==> config.mk <==
export PLATFORM = sky130hd
export DESIGN_NAME = les_link_error_status
export DESIGN_NICKNAME = d
export VERILOG_FILES = /design/src/inc/les_pkg.sv /design/src/design/les_link_error_status.sv
export SDC_FILE = /design/constraint.sdc
export NUM_CORES = 1
export LEC_CHECK = 0
export ABC_AREA = 1
export ABC_CLOCK_PERIOD_IN_PS = 2120
export BUFFER_PORTS_ARGS = -buffer_cell sky130_fd_sc_hd__buf_4
export CAP_MARGIN = 20
export CORE_ASPECT_RATIO = 2
export CORE_MARGIN = 2
export CORE_UTILIZATION = 52
export CTS_CLUSTER_SIZE = 20
export DETAILED_ROUTE_END_ITERATION = 10
export PLACE_DENSITY_LB_ADDON = 0.1
export RECOVER_POWER = 25
export REMOVE_ABC_BUFFERS = 1
export SYNTH_ARGS = -nofsm -noshare
export SYNTH_HDL_FRONTEND = slang
export SYNTH_SLANG_ARGS = --single-unit
==> constraint.sdc <==
create_clock -name clk_i -period 2.12 [get_ports clk_i]
set_input_delay 0.636 -clock clk_i [delete_from_list [all_inputs] [get_ports clk_i]]
set_output_delay 0.636 -clock clk_i [all_outputs]
set_load 0.01 [all_outputs]
==> src/inc/les_pkg.sv <==
package les_pkg;

    // Register access port
    localparam int          ADDR_W        = 19;
    localparam logic [18:0] ERR_OFFSET    = 19'h41000;
    localparam logic [31:0] ERR_RESET     = 32'h0000_0000;

    // Field positions of the error status register
    localparam int B_FATAL_SUM    = 30;
    localparam int B_HB_EXPIRED   = 29;
    localparam int B_TX_PKT_ERR   = 28;
    localparam int B_RX_FIFO_OVF  = 26;
    localparam int B_RX_PKT_ERR   = 25;
    localparam int B_RSV_RW22     = 22;
    localparam int B_ACK_DROP     = 20;
    localparam int B_FATAL        = 18;
    localparam int B_HB_ENABLE    = 17;
    localparam int B_RSV_RW16     = 16;
    localparam int B_SRC_LO       = 10;
    localparam int SRC_W          = 6;
    localparam int B_CTL_HIST     = 9;
    localparam int B_RX_EOP_TO    = 8;
    localparam int B_TX_SUPP_TO   = 7;
    localparam int B_CTL_HB       = 6;
    localparam int B_RX_FLOW      = 5;
    localparam int B_PLL_UNLOCK   = 4;
    localparam int B_TX_ERR       = 3;
    localparam int B_REMOTE_RX    = 2;
    localparam int B_RX_BODY      = 1;
    localparam int B_RX_HEAD      = 0;

    // Bit groups by access type
    localparam logic [31:0] W1C_MASK      = 32'h7610_0000;
    localparam logic [31:0] RW_MASK       = 32'h0043_0000;
    localparam logic [31:0] LINK_CLR_MASK = 32'h0004_ffef;

    // Heartbeat periods, shortest legal value of each window
    localparam int unsigned CLK_KHZ       = 200000;
    localparam int unsigned HB_FAST_MS    = 1700;
    localparam int unsigned HB_SLOW_MS    = 7400;
    localparam logic [31:0] HB_FAST_CYC   = 32'(HB_FAST_MS * CLK_KHZ);
    localparam logic [31:0] HB_SLOW_CYC   = 32'(HB_SLOW_MS * CLK_KHZ);
    localparam logic [31:0] HB_CNT_ONE    = 32'h0000_0001;

endpackage
==> src/design/les_link_error_status.sv <==
`timescale 1ns/100ps
// Notes on behaviour
// - Fatal path error on either direction sets summary bit 30; write one clears it.
// - Heartbeat expiry sets bit 29, both summaries, drops link OK then online.
// - Packet error on outgoing transmit write sets bit 28.
// - Push into full receive FIFO sets bit 26, both summaries, fatal shutdown.
// - Receive path error sets bit 25, receive summary; packet marked bad, dropped.
// - Dropped acknowledge sets clearable status bit 20 so software may retry.
// - Any fatal error sets read-only bit 18 and goes offline until reset.
// - With bit 17 set, no transmit within heartbeat period forces port offline.
// - Heartbeat period is 1.7 to 2 s when selected, else 7.4 to 8 s.
// - Bits 15:10 capture source node of a packet with receive path error.
// - Self-recovered control packet error sets bit 9 only; reset clears it.
// - Over-long packet sets bit 8, is filtered, fatal: summaries, 30, 18, offline.
// - Remote flow control failure sets bit 7 with full fatal response.
// - Control packet facility failure sets bit 6 with full fatal response.
// - Local receive flow fault sets bit 5, summaries, bit 30 and fatal flag.
// - Bit 4 shows live PLL unlock; unlock causes full fatal response.
// - Transmit FIFO full is fatal; malformed packet sets 28; packet never sent.
// - Loopback error reflected from peer sets bit 2, bit 28, transmit summary.
// - Body error sets bit 1, header error bit 0; each sets 25, receive summary.
// - Clearable bits clear only where a one is written.
// - Receive summary sets on any receive path error; rx_sum_clr_i clears.
module les_link_error_status #(
    parameter logic [31:0] HB_FAST_CYCLES = les_pkg::HB_FAST_CYC,
    parameter logic [31:0] HB_SLOW_CYCLES = les_pkg::HB_SLOW_CYC
) (
    input  wire logic                       clk_i,
    input  wire logic                       arst_n_i,
    input  wire logic                       reg_wr_i,
    input  wire logic                       reg_rd_i,
    input  wire logic [les_pkg::ADDR_W-1:0] reg_addr_i,
    input  wire logic [31:0]                reg_wdata_i,
    output logic      [31:0]                reg_rdata_o,
    input  wire logic                       link_reset_i,
    input  wire logic                       hb_select_i,
    input  wire logic                       tx_xact_i,
    input  wire logic                       tx_pkt_err_i,
    input  wire logic                       rx_push_i,
    input  wire logic                       rx_fifo_full_i,
    input  wire logic                       rx_path_err_i,
    input  wire logic                       rx_body_err_i,
    input  wire logic                       rx_head_err_i,
    input  wire logic [les_pkg::SRC_W-1:0]  src_node_i,
    input  wire logic                       ack_drop_i,
    input  wire logic                       ctl_pkt_err_i,
    input  wire logic                       rx_eop_timeout_i,
    input  wire logic                       tx_supp_timeout_i,
    input  wire logic                       ctl_hb_fail_i,
    input  wire logic                       rx_flow_fault_i,
    input  wire logic                       pll_unlock_i,
    input  wire logic                       tx_fifo_full_i,
    input  wire logic                       tx_malformed_i,
    input  wire logic                       remote_rx_err_i,
    input  wire logic                       rx_sum_clr_i,
    input  wire logic                       tx_sum_clr_i,
    output logic                            rx_summary_o,
    output logic                            tx_summary_o,
    output logic                            rx_pkt_drop_o,
    output logic                            tx_pkt_block_o,
    output logic                            link_ok_o,
    output logic                            link_online_o
);

    typedef enum logic [1:0] {LES_RUN, LES_DROP_OK, LES_OFFLINE} les_link_st_t;

    les_link_st_t state;
    les_link_st_t next_state;
    logic [31:0]  err;
    logic [31:0]  next_err;
    logic [31:0]  next_rdata;
    logic [31:0]  hb_cnt;
    logic [31:0]  next_hb_cnt;
    logic [31:0]  hb_limit;
    logic         pll_meta;
    logic         pll_s;
    logic         next_rx_sum;
    logic         next_tx_sum;
    logic         next_rx_drop;
    logic         next_tx_block;
    logic         next_link_ok;
    logic         next_link_online;
    logic         reg_hit;
    logic         hb_fire;
    logic         rx_ovf;
    logic         fatal_evt;
    logic         rx_evt;
    logic         tx_pkt_evt;

    // Two-stage synchroniser for the PLL lock pin
    always_ff @(posedge clk_i or negedge arst_n_i) begin
        if (!arst_n_i) begin
            pll_meta <= 1'b0;
            pll_s    <= 1'b0;
        end else begin
            pll_meta <= pll_unlock_i;
            pll_s    <= pll_meta;
        end
    end

    // Event decode
    always_comb begin
        reg_hit    = (reg_addr_i == les_pkg::ERR_OFFSET);
        hb_limit   = hb_select_i ? HB_FAST_CYCLES : HB_SLOW_CYCLES;
        hb_fire    = err[les_pkg::B_HB_ENABLE] && (state == LES_RUN)
                     && !tx_xact_i && (hb_cnt == hb_limit - les_pkg::HB_CNT_ONE);
        rx_ovf     = rx_push_i && rx_fifo_full_i;
        fatal_evt  = hb_fire | rx_ovf | rx_eop_timeout_i | tx_supp_timeout_i
                     | ctl_hb_fail_i | rx_flow_fault_i | pll_s | tx_fifo_full_i;
        rx_evt     = rx_path_err_i | rx_body_err_i | rx_head_err_i;
        tx_pkt_evt = tx_pkt_err_i | tx_malformed_i | remote_rx_err_i;
    end

    // Heartbeat counter: restarts on every transmit transaction
    always_comb begin
        if (!err[les_pkg::B_HB_ENABLE] || state != LES_RUN || tx_xact_i || hb_fire) begin
            next_hb_cnt = '0;
        end else begin
            next_hb_cnt = hb_cnt + les_pkg::HB_CNT_ONE;
        end
    end

    // Error register: clears first, then events, so a set wins
    always_comb begin
        next_err = err;
        if (reg_wr_i && reg_hit) begin
            next_err = next_err & ~(reg_wdata_i & les_pkg::W1C_MASK);
            next_err = (next_err & ~les_pkg::RW_MASK) | (reg_wdata_i & les_pkg::RW_MASK);
        end
        if (link_reset_i) begin
            next_err = next_err & ~les_pkg::LINK_CLR_MASK;
        end
        if (fatal_evt) begin
            next_err[les_pkg::B_FATAL_SUM] = 1'b1;
            next_err[les_pkg::B_FATAL]     = 1'b1;
        end
        if (hb_fire)           next_err[les_pkg::B_HB_EXPIRED]  = 1'b1;
        if (tx_pkt_evt)        next_err[les_pkg::B_TX_PKT_ERR]  = 1'b1;
        if (rx_ovf)            next_err[les_pkg::B_RX_FIFO_OVF] = 1'b1;
        if (rx_evt)            next_err[les_pkg::B_RX_PKT_ERR]  = 1'b1;
        if (ack_drop_i)        next_err[les_pkg::B_ACK_DROP]    = 1'b1;
        if (ctl_pkt_err_i)     next_err[les_pkg::B_CTL_HIST]    = 1'b1;
        if (rx_eop_timeout_i)  next_err[les_pkg::B_RX_EOP_TO]   = 1'b1;
        if (tx_supp_timeout_i) next_err[les_pkg::B_TX_SUPP_TO]  = 1'b1;
        if (ctl_hb_fail_i)     next_err[les_pkg::B_CTL_HB]      = 1'b1;
        if (rx_flow_fault_i)   next_err[les_pkg::B_RX_FLOW]     = 1'b1;
        if (tx_fifo_full_i || tx_malformed_i) begin
            next_err[les_pkg::B_TX_ERR] = 1'b1;
        end
        if (remote_rx_err_i)   next_err[les_pkg::B_REMOTE_RX]   = 1'b1;
        if (rx_body_err_i)     next_err[les_pkg::B_RX_BODY]     = 1'b1;
        if (rx_head_err_i)     next_err[les_pkg::B_RX_HEAD]     = 1'b1;
        if (rx_evt) begin
            next_err[les_pkg::B_SRC_LO +: les_pkg::SRC_W] = src_node_i;
        end
        next_err[les_pkg::B_PLL_UNLOCK] = pll_s;
    end

    // Path summaries, set wins over clear
    always_comb begin
        next_rx_sum = (rx_summary_o && !rx_sum_clr_i) || rx_evt || fatal_evt;
        next_tx_sum = (tx_summary_o && !tx_sum_clr_i) || tx_pkt_evt || fatal_evt;
        next_rx_drop  = rx_evt || rx_eop_timeout_i;
        next_tx_block = tx_malformed_i || tx_fifo_full_i;
        next_rdata    = (reg_rd_i && reg_hit) ? err : '0;
    end

    // Fatal link error sequence: link OK falls, then link online
    always_comb begin
        next_state = state;
        unique case (state)
            LES_RUN: begin
                if (fatal_evt) begin
                    next_state = LES_DROP_OK;
                end
            end
            LES_DROP_OK: begin
                next_state = LES_OFFLINE;
            end
            LES_OFFLINE: begin
                next_state = LES_OFFLINE;
            end
        endcase
        if (link_reset_i) begin
            next_state = LES_RUN;
        end
        next_link_ok     = (next_state == LES_RUN);
        next_link_online = (next_state != LES_OFFLINE);
    end

    // State registers
    always_ff @(posedge clk_i or negedge arst_n_i) begin
        if (!arst_n_i) begin
            state          <= LES_RUN;
            err            <= les_pkg::ERR_RESET;
            hb_cnt         <= '0;
            rx_summary_o   <= 1'b0;
            tx_summary_o   <= 1'b0;
            rx_pkt_drop_o  <= 1'b0;
            tx_pkt_block_o <= 1'b0;
            reg_rdata_o    <= '0;
            link_ok_o      <= 1'b1;
            link_online_o  <= 1'b1;
        end else begin
            state          <= next_state;
            err            <= next_err;
            hb_cnt         <= next_hb_cnt;
            rx_summary_o   <= next_rx_sum;
            tx_summary_o   <= next_tx_sum;
            rx_pkt_drop_o  <= next_rx_drop;
            tx_pkt_block_o <= next_tx_block;
            reg_rdata_o    <= next_rdata;
            link_ok_o      <= next_link_ok;
            link_online_o  <= next_link_online;
        end
    end
endmodule

==> summary.md <==
| Metric | Value |
|---|---|
| Sequential-to-total area share from yosys stat | 54.6% |
| CTS Buf Count | 9 |
| Asr flop ratio synth | 100% |
| Reg2Reg Depth | 10 |
| Share of layout cells above drive strength 1 | 23.9% |
| Flop pwr share | 50.0% |
| Critical Path RT | between 2 and 2.5 ns |
| Setup bufs post-CTS | 0 |
| Drt first pass iters | 4 |
| Net Sw Frac | 22.4% |
| Final layout net count | roughly 670 |
| Setup Total Neg Slack | 0 ns |
| Post-route DRC | 0 |
| Post-synth EDFFs | 0 |
| Clk sink count | 94 |
| CTS resizes | 0 |
| Reg clk slew, reported paths | 0.07 ns |
| Final Max Slew Viols | 0 |
| Worst-Skew Late Latency | 0.34 ns |
| Leakage | 0.00262 uW |
| Worst Path Arrival | slightly above 2 ns |
| Yosys warning total | 0 |
| Routed len/inst | ~15 um |
| Post-synth top area cell | dfrtp_1 |
| Final worst-path cycle share | a little under nine tenths |
| Setup Skew | ~0.0073 ns |
| Mean post-synth cell area | slightly below 9 sq um |
| Initial Util | 52.7% |
| Largest net degree at the start of global routing | 49 |
| Num rows | 47 |
| Vias in the first global route | 3566 |
| Most frequent cell after synthesis | dfrtp_1 |
| Status | finished, final reports clean |
| Total grt overflow | 0 |
| Die width | about 68 um |
| FF+latch count, synth | 94 |
| Critical Path End Type | register |
| First-pass GRT wire length | roughly 16000 um |
| Top cells by area, synth | dfrtp_1, nor2_1, inv_1 |
| CTS tree | yes |
| Clk Tree Root Cell | clkbuf_16 |
| F_max | 551 MHz |
| Buf+Inv Stages, Crit Path | 1 |
| Setup WS post-layout | 0.304 ns |
| RR Startpoint | hb_cnt[0] |
| Main synth FF type | dfrtp_1 |
| CP top delay family | simple AND/OR/NAND/NOR gates |
| R2R setup slack | between 0.3 and 0.4 ns |
| Post-synth top cells | dfrtp_1, nor2_1, inv_1 |
| Fill count | 733 |
| Layout area overhead | 24.9% |
| Die height | 133 um |
| Setup WS pre-CTS | 0.174 ns |
| Worst path slowest cell | dfrtp_1 |
| H-tree depth | 3 |
| Area share of the largest cell type after synthesis | between 50% and 60% |
| GRT Overall Usage | 24.6% |
| GPL Wtd Cong | 0.939 |
| Power Density | 691 mW/mm^2 |
| Post-synth cell types | 39 |
| Fin Hold WS | 0.380 ns |
| Critical-path cell list | ha_1 -> nand2_2 -> nor2_4 -> nand2_4 -> clkinv_2 -> nand3_4 -> nor2_2 -> nand2_2 -> nor3_1 -> nor3_2 |
| Reg-to-Reg End | hb_cnt[22] |
| Combinational power share | 7.5% |
| Maximum fanout along the worst path | 5 |
| Util after Layout | 65.9% |
| Worst-Margin Slew | slightly above 0.8 ns |
| Slew HR | 45.7% |
| Total number of vias | 3426 |
| DRT antenna net count | 0 |
| Post-detail-place hpwl | 7940 um |
| I/O pins | 120 |
| Internal Power | 2890 uW |
| Final period demand of the worst path | 1.82 ns |
| Power Total | ~3700 uW |
| RSZ-0062 raised after global routing | no |
| # Max-Cap Violations | 0 |
| Vias per cell | ~5.0 |
| Mapped cell area | 0.00431 sq mm |
| Cell mode on critical path | nand2_2 |
| Clock network power share | between 40 and 50% |
| Core footprint | between 0.008 and 0.009 sq mm |
| Die Footprint | between 0.009 and 0.01 sq mm |
| Hold WC Path Type | input port to asynchronous set/reset pin |
| Post-Route WL | 10200 um |
| Psw | about 830 uW |
| Kind of critical path | register to register |
| Peak VDD IR | 0.792 mV |
| Synthesized instance count | 482 |
| CP Launch Type | register |
| Final Hold Fails | 0 |
| Initial antenna violation count | 0 |
| Clock Path Buffers | 2 |
| N_diodes | 0 |
| Port bufs | 90 |
| CTS Hold Buffers Added | 0 |
| Final setup fails | 0 |
| DR iter-0 viols | approximately 130 |
| Slowest stage delay, CP | between 0.3 and 0.4 ns |
## per-layer routing
layer  track usage [%]  wire [um]
met1              24.6       3430
met3              4.85        368
met5                 0          0
met2              44.9       5890
met4              13.2        493
## registers in the layout, summed over array words and instances, names as in the netlist, 2 cells and up
name,flops
err,26
state,2
reg_rdata_o,26
hb_cnt,32
## cell families after synthesis
group | Yosys count | synth area share, %
other | 1 | 0.0870
AO/OA/AOI/OAI | 35 | 4.79
AND/OR/NAND/NOR | 238 | 26.9
adder cells (fa/ha/maj) | 2 | 0.581
buffers and inverters | 94 | 9.29
XOR/XNOR | 18 | 3.66
flip-flops | 94 | 54.6
## placed cells by master (no fill, tap or decap), types with 3 or more instances in the layout
cell	n
o22ai_1	6
nand4_1	7
nor2_2	4
o21bai_1	8
nand2_1	70
nor3b_1	4
dfrtp_1	92
clkinvlp_4	4
a21oi_1	7
inv_1	78
o21ai_0	12
nand3_2	3
nand2_2	4
nor3_1	18
nor2_4	4
nor2_1	90
or2_2	3
buf_4	90
nand3_1	14
xnor2_1	4
nor3_2	4
nor4_1	6
conb_1	6
clkbuf_1	5
clkbuf_16	9
xor2_1	14
## cell type report
cell class	instances	area [sq um]	share of cell area, %
Clock inverter	5	60.1	1.12
Timing Repair Buffer	97	739	13.7
Sequential cell	94	2350	43.7
Tap cell	98	123	2.28
Multi-Input combinational cell	299	1570	29.2
Inverter	80	302	5.60
Clock buffer	11	233	4.32
## through the flow
step	instance area [sq um]	instances
after floorplan	4230	473
after global placement	5100	668
after detailed placement	5100	668
after CTS	5400	684
after global routing	5380	684
final	5380	684
## worst max-delay path by stage
stage / from / to / cells after the start
finish: hb_cnt[0] / hb_cnt[22] / 10
global route: hb_cnt[0] / hb_cnt[30] / 7
CTS: hb_cnt[0] / hb_cnt[22] / 10
detailed placement: reg_addr_i[5] / err[20] / 7
global placement: reg_addr_i[1] / err[20] / 7
floorplan: reg_addr_i[1] / reg_rdata_o[0] / 4
## power groups by stage
stage / Combinational (uW) / Clock [uW] / Sequential (uW)
finish: 279 / 1580 / 1860
global route: 321 / 1690 / 1860
CTS: 289 / 1620 / 1860
detailed placement: 288 / 0 / 1890
global placement: 273 / 0 / 1890
floorplan: 105 / 0 / 1900
(Power assumes the default switching activity.)
